[config.mk]
export PLATFORM = sky130hd
export DESIGN_NAME = fnp_control
export DESIGN_NICKNAME = d
export VERILOG_FILES = /design/src/logic/fnp_pkg.sv /design/src/logic/fnp_control.sv
export SDC_FILE = /design/constraint.sdc
export NUM_CORES = 1
export LEC_CHECK = 0
export BUFFER_PORTS_ARGS = -buffer_cell sky130_fd_sc_hd__buf_2
export CAP_MARGIN = 20
export CORE_UTILIZATION = 54
export CTS_BUF_LIST = sky130_fd_sc_hd__clkbuf_8
export DETAILED_ROUTE_END_ITERATION = 10
export PLACE_DENSITY = 0.73
export SYNTH_ARGS = -nofsm -noshare
export SYNTH_HDL_FRONTEND = slang
export SYNTH_SLANG_ARGS = --single-unit
[constraint.sdc]
create_clock -name clk -period 5.4 [get_ports clk]
set_input_delay 1.08 -clock clk [delete_from_list [all_inputs] [get_ports clk]]
set_output_delay 1.08 -clock clk [all_outputs]
set_load 0.01 [all_outputs]
[src/logic/fnp_pkg.sv]
package fnp_pkg;
    // serial write addresses (6 bit)
    localparam logic [5:0] FNP_ADDR_PRESET_A = 6'h05;
    localparam logic [5:0] FNP_ADDR_PRESET_B = 6'h06;
    localparam logic [5:0] FNP_ADDR_PRESET_C = 6'h07;
    localparam logic [5:0] FNP_ADDR_CTRL     = 6'h08;
    localparam logic [5:0] FNP_ADDR_COARSE   = 6'h09;
    localparam logic [5:0] FNP_ADDR_FINE     = 6'h0A;
    localparam int         FNP_WORD_W        = 18;
    localparam int         FNP_GROUPS        = 4;
    // control word field positions
    localparam int FNP_POS_LOOP_EN   = 0;
    localparam int FNP_POS_TUNE_CON  = 2;
    localparam int FNP_POS_OSC_SEL   = 3;
    localparam int FNP_POS_GROUP     = 5;
    localparam int FNP_POS_RC_TRIM_ENABLE     = 7;
    localparam int FNP_POS_BYPASS    = 8;
    localparam int FNP_POS_PUMP      = 9;
    localparam int FNP_POS_GAIN_EN   = 10;
    localparam int FNP_POS_BASE      = 11;
    localparam logic [17:0] FNP_CTRL_RESET = 18'h00484;
    localparam logic [17:0] FNP_WORD_RESET = 18'h00000;
    localparam logic [1:0] FNP_OSC_EXT  = 2'h0;
    localparam logic [1:0] FNP_OSC_LOW  = 2'h2;
    localparam logic [1:0] FNP_OSC_HIGH = 2'h3;
    // timing
    localparam int FNP_CLK_MHZ      = 50;
    localparam int FNP_RC_TIME_US   = 20;
    localparam int FNP_GAIN_TIME_US = 20;
    localparam int FNP_RC_CYC   = FNP_RC_TIME_US * FNP_CLK_MHZ;
    localparam int FNP_GAIN_CYC = FNP_GAIN_TIME_US * FNP_CLK_MHZ;
    localparam int FNP_LOCK_CYC = 8;
    // base frequency in units of 5 kHz: 832 MHz and 1664 MHz
    localparam logic [19:0] FNP_BASE_MID  = 20'h28A00;
    localparam logic [19:0] FNP_BASE_HIGH = 20'h51400;

    typedef struct packed {
        logic        valid;
        logic [5:0]  addr;
        logic [17:0] data;
    } fnp_write_t;

    typedef struct packed {
        logic       loop_on;
        logic       ext_feedback;
        logic       low_band_osc;
        logic       high_band_osc;
        logic       tune_filter_on;
        logic       pump_direct;
        logic       pump_high;
        logic       rc_trim_busy;
        logic       gain_trim_busy;
    } fnp_analog_t;

    typedef enum logic [1:0] {
        FNP_IDLE = 2'b00,
        FNP_RC   = 2'b01,
        FNP_WAIT = 2'b11,
        FNP_GAIN = 2'b10
    } fnp_state_t;
endpackage : fnp_pkg

[src/logic/fnp_control.sv]
`timescale 1ns/1ps
module fnp_control
    import fnp_pkg::*;
(
    input  wire logic        clk,
    input  wire logic        rst,
    input  wire fnp_write_t  wr,
    input  wire logic        transmit_start_in,
    input  wire logic        transmit_enable_in,
    input  wire logic        receive_enable_in,
    input  wire logic        converter_enable_in,
    input  wire logic        near_lock_in,
    input  wire logic        low_band_rx_in,
    output fnp_analog_t      analog,
    output logic [17:0]      cfg_word_a,
    output logic [17:0]      cfg_word_b,
    output logic [17:0]      cfg_word_c,
    output logic [19:0]      coarse_total,
    output logic [18:0]      fine_step_word,
    output logic             lock_test_out
);
    ////////////////////////////////////////////////////////////////////////
    logic [17:0] ctrl;
    logic [17:0] coarse_freq_word;
    logic [17:0] fine_freq_register;
    logic [17:0] preset [FNP_GROUPS][3];
    logic [3:0]  lock_cnt;
    logic [10:0] timer;
    fnp_state_t  state;
    fnp_state_t  next_state;
    logic        loop_was_on;

    wire logic [1:0] loop_enable_field   = ctrl[FNP_POS_LOOP_EN +: 2];
    wire logic       tune_pin_connect    = ctrl[FNP_POS_TUNE_CON];
    wire logic [1:0] oscillator_select   = ctrl[FNP_POS_OSC_SEL +: 2];
    wire logic [1:0] preset_group_select = ctrl[FNP_POS_GROUP +: 2];
    wire logic       rc_trim_enable      = ctrl[FNP_POS_RC_TRIM_ENABLE];
    wire logic       filter_bypass       = ctrl[FNP_POS_BYPASS];
    wire logic       pump_current_select = ctrl[FNP_POS_PUMP];
    wire logic       gain_trim_enable    = ctrl[FNP_POS_GAIN_EN];
    wire logic [1:0] base_freq_select    = ctrl[FNP_POS_BASE +: 2];

    wire logic loop_on = transmit_start_in | transmit_enable_in | receive_enable_in
                         | (loop_enable_field != 2'h0);
    wire logic trim_start = (loop_on | converter_enable_in) & ~loop_was_on;
    wire logic locked     = lock_cnt == 4'(FNP_LOCK_CYC);

    ////////////////////////////////////////////////////////////////////////
    // control, coarse and fine write steering
    wire logic wr_ctrl   = wr.valid && wr.addr == FNP_ADDR_CTRL;
    wire logic wr_coarse = wr.valid && wr.addr == FNP_ADDR_COARSE;
    wire logic wr_fine   = wr.valid && wr.addr == FNP_ADDR_FINE;

    always_ff @(posedge clk) begin
        if (rst) begin
            ctrl               <= FNP_CTRL_RESET;
            coarse_freq_word   <= FNP_WORD_RESET;
            fine_freq_register <= FNP_WORD_RESET;
        end else begin
            if (wr_ctrl) ctrl <= wr.data;
            if (wr_coarse) coarse_freq_word <= wr.data;
            if (wr_fine) fine_freq_register <= wr.data;
        end
    end

    // four groups, only addressed word changes
    genvar g;
    for (g = 0; g < FNP_GROUPS; g++) begin : g_grp
        wire logic grp_hit = wr.valid && preset_group_select == 2'(g);
        always_ff @(posedge clk) begin
            if (rst) begin
                preset[g][0] <= FNP_WORD_RESET;
                preset[g][1] <= FNP_WORD_RESET;
                preset[g][2] <= FNP_WORD_RESET;
            end else if (grp_hit) begin
                if (wr.addr == FNP_ADDR_PRESET_A) preset[g][0] <= wr.data;
                if (wr.addr == FNP_ADDR_PRESET_B) preset[g][1] <= wr.data;
                if (wr.addr == FNP_ADDR_PRESET_C) preset[g][2] <= wr.data;
            end
        end
    end

    ////////////////////////////////////////////////////////////////////////
    // lock filter
    always_ff @(posedge clk) begin
        if (rst) begin
            lock_cnt <= 4'h0;
        end else if (!near_lock_in || !loop_on) begin
            lock_cnt <= 4'h0;
        end else if (!locked) begin
            lock_cnt <= lock_cnt + 4'h1;
        end
    end

    ////////////////////////////////////////////////////////////////////////
    // calibration sequencer
    always_comb begin
        next_state = state;
        case (state)
            FNP_IDLE: begin
                if (trim_start && rc_trim_enable) next_state = FNP_RC;
                else if (trim_start) next_state = FNP_WAIT;
            end
            FNP_RC: begin
                if (timer == 11'(FNP_RC_CYC - 1)) next_state = FNP_WAIT;
            end
            FNP_WAIT: begin
                if (!loop_on) next_state = FNP_IDLE;
                else if (locked && gain_trim_enable) next_state = FNP_GAIN;
            end
            FNP_GAIN: begin
                if (timer == 11'(FNP_GAIN_CYC - 1)) next_state = FNP_IDLE;
            end
            default: next_state = FNP_IDLE;
        endcase
    end

    always_ff @(posedge clk) begin
        if (rst) begin
            state       <= FNP_IDLE;
            timer       <= 11'h000;
            loop_was_on <= 1'b0;
        end else begin
            state       <= next_state;
            loop_was_on <= loop_on | converter_enable_in;
            timer       <= (next_state != state) ? 11'h000 : timer + 11'h001;
        end
    end

    ////////////////////////////////////////////////////////////////////////
    // base plus coarse in 5 kHz units
    wire logic [19:0] base_units = (base_freq_select == 2'h0) ? 20'h00000 :
                                   (base_freq_select == 2'h1) ? FNP_BASE_MID : FNP_BASE_HIGH;
    // sign-extend, doubled step count outside low band rx
    wire logic [18:0] fine_ext = {fine_freq_register[17], fine_freq_register};
    wire logic [18:0] fine_scaled = low_band_rx_in ? fine_ext : {fine_freq_register, 1'b0};

    wire logic next_ext_feedback = oscillator_select == FNP_OSC_EXT;
    wire logic next_low_band     = tune_pin_connect && oscillator_select == FNP_OSC_LOW;
    wire logic next_high_band    = tune_pin_connect && oscillator_select == FNP_OSC_HIGH;
    wire logic next_filter_on    = tune_pin_connect && !filter_bypass;
    wire logic next_pump_direct  = tune_pin_connect && filter_bypass;

    fnp_analog_t next_analog;

    assign next_analog.loop_on        = loop_on;
    assign next_analog.ext_feedback   = next_ext_feedback;
    assign next_analog.low_band_osc   = next_low_band;
    assign next_analog.high_band_osc  = next_high_band;
    assign next_analog.tune_filter_on = next_filter_on;
    assign next_analog.pump_direct    = next_pump_direct;
    assign next_analog.pump_high      = pump_current_select;
    // trim busy flags follow the sequencer's next state
    assign next_analog.rc_trim_busy   = next_state == FNP_RC;
    assign next_analog.gain_trim_busy = next_state == FNP_GAIN;

    ////////////////////////////////////////////////////////////////////////
    // active group drives loop
    always_ff @(posedge clk) begin
        if (rst) begin
            cfg_word_a <= FNP_WORD_RESET;
            cfg_word_b <= FNP_WORD_RESET;
            cfg_word_c <= FNP_WORD_RESET;
        end else begin
            cfg_word_a <= preset[preset_group_select][0];
            cfg_word_b <= preset[preset_group_select][1];
            cfg_word_c <= preset[preset_group_select][2];
        end
    end

    always_ff @(posedge clk) begin
        if (rst) begin
            coarse_total   <= 20'h00000;
            fine_step_word <= 19'h00000;
        end else begin
            coarse_total   <= base_units + {2'h0, coarse_freq_word};
            fine_step_word <= fine_scaled;
        end
    end

    always_ff @(posedge clk) begin
        if (rst) begin
            lock_test_out <= 1'b0;
        end else begin
            lock_test_out <= locked;
        end
    end

    always_ff @(posedge clk) begin
        if (rst) begin
            analog <= '0;
        end else begin
            analog <= next_analog;
        end
    end
endmodule : fnp_control

== Word-level counts from Yosys, hierarchy flattened ==
Memories as Yosys holds them, arrays and structs flattened. A register that Yosys moved wholly into a read port is not among the register bits.
Cells that the tools add are included.

* $add $sub $neg: 3
* Multipliers: 0
* Div/mod/pow operators: 0
* Magnitude comparators: 0
* Equal/unequal tests: 20
* Shifts and indexed selects: 0
* Muxes and demuxes: 63
* Bitwise gates (word level): 19
* Reductions and logical operators: 25

{| class="wikitable"
|+ Operators by type and width
! cell !! count
|-
| 18-bit two-way mux || 13
|-
| 1-bit two-way mux || 41
|-
| 19-bit two-way mux || 2
|-
| 19-bit by 18-bit adder with 20-bit output || 1
|-
| 6-bit by 3-bit == test with 1-bit output, second input constant || 3
|-
| 6-bit by 4-bit == test with 1-bit output, second input constant || 3
|-
| 1-bit OR || 16
|-
| 2-bit == test, second input constant || 7
|-
| 1-bit logical AND || 13
|-
| 2-bit two-way mux || 6
|-
| 11-bit by 1-bit adder with 11-bit output, second input constant || 1
|-
| 11-bit by 10-bit == test with 1-bit output, second input constant || 1
|-
| 2-bit by 1-bit == test with 1-bit output, second input constant || 4
|-
| 2-bit logical NOT || 4
|-
| 2-bit one-hot mux with 4 select lines || 1
|-
| 2-bit OR reduction || 3
|-
| 4-bit by 1-bit adder with 4-bit output, second input constant || 1
|-
| 4-bit == test, second input constant || 1
|-
| 1-bit logical NOT || 3
|-
| 2-bit != test || 1
|-
| 1-bit NOT || 2
|-
| 2-bit nonzero test || 1
|-
| 1-bit bitwise AND || 1
|-
| 1-bit logical OR || 1
|}

* Bits in registers: 116
* Latch bits: 0
* Memory bits (writable): 216
* Bits in read-only memories: 0
* Input port bits: 33
* Output and inout port bits: 103
* Memories: 1

{| class="wikitable"
|+ Memories
! name !! depth !! width !! rd ports !! clocked after memory_dff !! wr ports !! RTL line !! source
|-
| preset || 4 || 54 || 1 || 1 || 4 || fnp_control.sv:26 || <nowiki>logic [17:0] preset [FNP_GROUPS][3];</nowiki>
|}

== Depth between registers and ports, before layout ==
* Word-level depth: 10
* Depth in mapped cells: 8

== Worst setup path after synthesis ==
Ideal clock, no wire load.

* Path type: input -> register
* Start point: in wr[21] in the netlist's numbering
* End point: mem preset[3][0] in the netlist's numbering, enable pin
* Arrival time: 3130 ps
* Path slack: 1852 ps
* Cell stages on the path: 3
* Buffers on the path: 0
* Cell sequence: nor4b_1 -> nand3_1 -> o21ai_0

{| class="wikitable"
|+ RTL lines
! element !! RTL line !! source
|-
| from (decl) || fnp_control.sv:7 || <nowiki>input wire fnp_write_t wr,</nowiki>
|-
| to (decl) || fnp_control.sv:26 ||
|}

==> impl_metrics.py <==
metrics = {
    "synthesis": {
        "synth_mux_area_frac": 0.125,
        "synth_compound_area_frac": 0.0173,
        "async_reset_ff_frac": 0,
        "yosys.area.top_type": "edfxtp_1",
        "ys_dominant_reg_cell": "edfxtp_1",
        "ys_seq_area_frac": 0.649,
        "synth_top_family_by_area": "simple AND/OR/NAND/NOR gates",
        "synth-edff-count": 216,
        "synthAdderAreaFrac": 0.00952,
        "synth_fp_nets": 1154,
        "synth_xor_area_frac": 0.00919,
        "synth_area_sq_um": 15200,
        "synth_top_area_share": 0.426,
        "synth_warnings": 0,
        "ys_types": 46,
        "syn_inst": 1110,
        "synthSimpleGateAreaFrac": 0.171,
        "synth.area.top_cells": "edfxtp_1 43%, dfxtp_1 22%, and2_1 11%",
        "ys_seq_elements": 386,
        "avgSynthCellArea_sq_um": 13.7,
    },
    "detailed_routing": {
        "drt_iter0_markers": 622,
        "wirelength_mm": 31.2,
        "vias": 8881,
        "drcViolationCount": 0,
        "first_pass_iters": 5,
        "vias_per_cell": 5.23,
        "wl_per_cell_um": 18.4,
        "ant_nets": 0,
    },
    "power": {
        "peakVddDrop_uv": 199,
        "p_leak_nw": 7.41,
        "cellPowerDensity_nw_per_um2": 327,
    },
    "run": {
        "drv_cap": 0,
    },
    "timing": {
        "period_needed_ns": 2.78,
        "post-route-period-util": 0.515,
        "setup-violations-final": 0,
        "fmax_mhz": 360,
        "relSlewSlack": 0.318,
        "hold_viol": 0,
        "maxSlewViolCount": 0,
        "tightest_slew_ns": 1.02,
        "rsz0062_at_grt": "no",
        "skew_ns": 0.0174,
        "totalNegativeSetupSlack_ns": 0,
    },
    "place": {
        "gp_congestion": 0.802,
        "placed_cells": 1580,
        "port-buffer-count": 135,
        "dpl.hpwl_mm": 19.2,
    },
    "global_route": {
        "overflow": 0,
        "grt_pass1_vias": 8897,
        "grt_antenna_before_repair": 0,
        "grt_pass1_wl_mm": 49.4,
        "grt.total_usage": 0.226,
        "grt_max_degree": 86,
    },
    "clock_network": {
        "clk_path_buf_depth": 3,
        "numClockSinks": 386,
        "root_buffer": "clkbuf_8",
        "h-tree-depth": 2,
        "cts_tree": "yes",
        "cts_resized": 0,
        "cts.clk_slew.worst_paths_ns": 0.06,
        "numCtsBuffers": 61,
        "cts_setup_buffers": 0,
        "clk_latency_ns": 0.59,
        "hold_buffers": 0,
    },
    "setup_path": {
        "cp.arrival_ns": 3.22,
        "path_max_fanout": 18,
        "cp-end-kind": "flip-flop",
        "worst_r2r_path_depth": 4,
        "worstSetupStartpointType": "primary input",
        "crit_start": "wr[21]",
        "required_ns": 5.84,
        "crit_type": "primary input to flip-flop",
        "crit_end": "preset[3][4]",
        "rrSetupSlack_ns": 2.92,
        "r2r_start": "ctrl[6]",
        "r2r_end": "preset[3][4]",
    },
    "layout": {
        "layout.cells.non_filler": 1698,
        "post_route_cells_drive_above_1_share": 0.245,
        "final_cell_mix": "274 x and2_1, 216 x edfxtp_1, 168 x dfxtp_1",
        "area_delta_synth_final_pct": 15.4,
        "num_antenna_cells": 0,
        "final_nets": 1314,
        "final_common_cell": "and2_1",
        "fillers": 2189,
    },
    "die": {
        "dieArea_sq_um": 28900,
        "start_util": 0.549,
        "fp.dieW_um": 170,
        "core_sq_um": 27800,
        "die_y_um": 170,
        "ioPinCount": 136,
        "rows": 61,
    },
    "min_path": {
        "hold_path_class": "flip-flop to flip-flop",
    },
    "run_status": {
        "status": "finished, final reports clean",
    },
}
-- layout make-up --
class / count / area, sq um / share of cell area
Timing Repair Buffer: 165 / 967 / 0.0550
Clock inverter: 42 / 200 / 0.0114
Tap cell: 378 / 473 / 0.0269
Sequential cell: 386 / 9890 / 0.563
Inverter: 5 / 18.8 / 0.00107
Clock buffer: 71 / 977 / 0.0556
Multi-Input combinational cell: 651 / 5060 / 0.287
-- critical path, stage by stage --
cell and delay [ns]:
buf_2 0.10, nor4b_1 0.57, nand3_1 0.35, nor2_1 0.86, and2_1 0.24
-- registers in the layout, summed over array words and instances (netlist names) --
register and count:
cfg_word_a 18, loop_was_on 1, state 2, fine_freq_register 18, timer 11, fine_step_word 19
preset 216, analog 9, cfg_word_b 18, ctrl 13, cfg_word_c 18, coarse_freq_word 18
lock_cnt 4, lock_test_out 1, coarse_total 20
-- cells in the mapped netlist, types with 2 or more instances --
cell,number
a311o_1,2
nand4_1,2
mux2i_1,66
and3_1,6
nand2b_1,3
clkbuf_1,51
ha_1,10
nor4b_1,2
a21o_1,3
edfxtp_1,216
mux4_2,54
nor3_1,3
o21ai_0,16
nor2_1,95
a21oi_1,10
buf_2,6
xor2_1,7
xnor2_1,9
nor4_1,2
nand2_1,25
and2_1,274
mux2_2,2
nand3_1,10
inv_1,4
nor2_2,10
buf_1,9
nor2b_1,25
dfxtp_1,170
-- where the power goes --
group	switching, mW	internal, mW
logic	0.135	0.0669
registers	0.0227	3.17
clock network	1.11	1.24
total	1.27	4.48
-- how the worst min path moves through the flow --
stage,end,slack (ns),start,cells after the start
after global placement,analog[4],0.43,ctrl[8],1
after floorplan,analog[4],0.41,ctrl[8],1
after global routing,coarse_total[5],0.48,coarse_freq_word[5],1
after detailed placement,analog[4],0.44,ctrl[8],1
final,analog[4],0.45,ctrl[8],1
after CTS,analog[4],0.45,ctrl[8],1
-- cells by family after synthesis --
| kind of cell | after synthesis |
|---|---|
| flops | 386 |
| mux | 122 |
| buf+inv | 73 |
| fa+ha+maj | 11 |
| xor+xnor | 16 |
| compound gates | 39 |
| simple gates | 463 |
-- per-stage QoR --
step | instance area [sq um] | util | hold slack [ns] | power [mW] | setup WS [ns]
global route | 17600 | 0.633 | 0.476 | 5.96 | 2.44
CTS | 17500 | 0.630 | 0.453 | 5.80 | 2.52
global placement | 16300 | 0.587 | 0.432 | 3.45 | 1.98
finish | 17600 | 0.633 | 0.450 | 5.75 | 2.62
floorplan | 15200 | - | 0.405 | 3.36 | 1.85
detailed placement | 16300 | 0.587 | 0.440 | 3.46 | 1.91
-- per-layer routing --
metal | wire length [um] | track usage
met2 | 15000 | 0.374
met4 | 699 | 0.0689
met5 | 0 | 0
met1 | 13300 | 0.300
met3 | 2270 | 0.0467
Power figures use the tool's default switching activity.
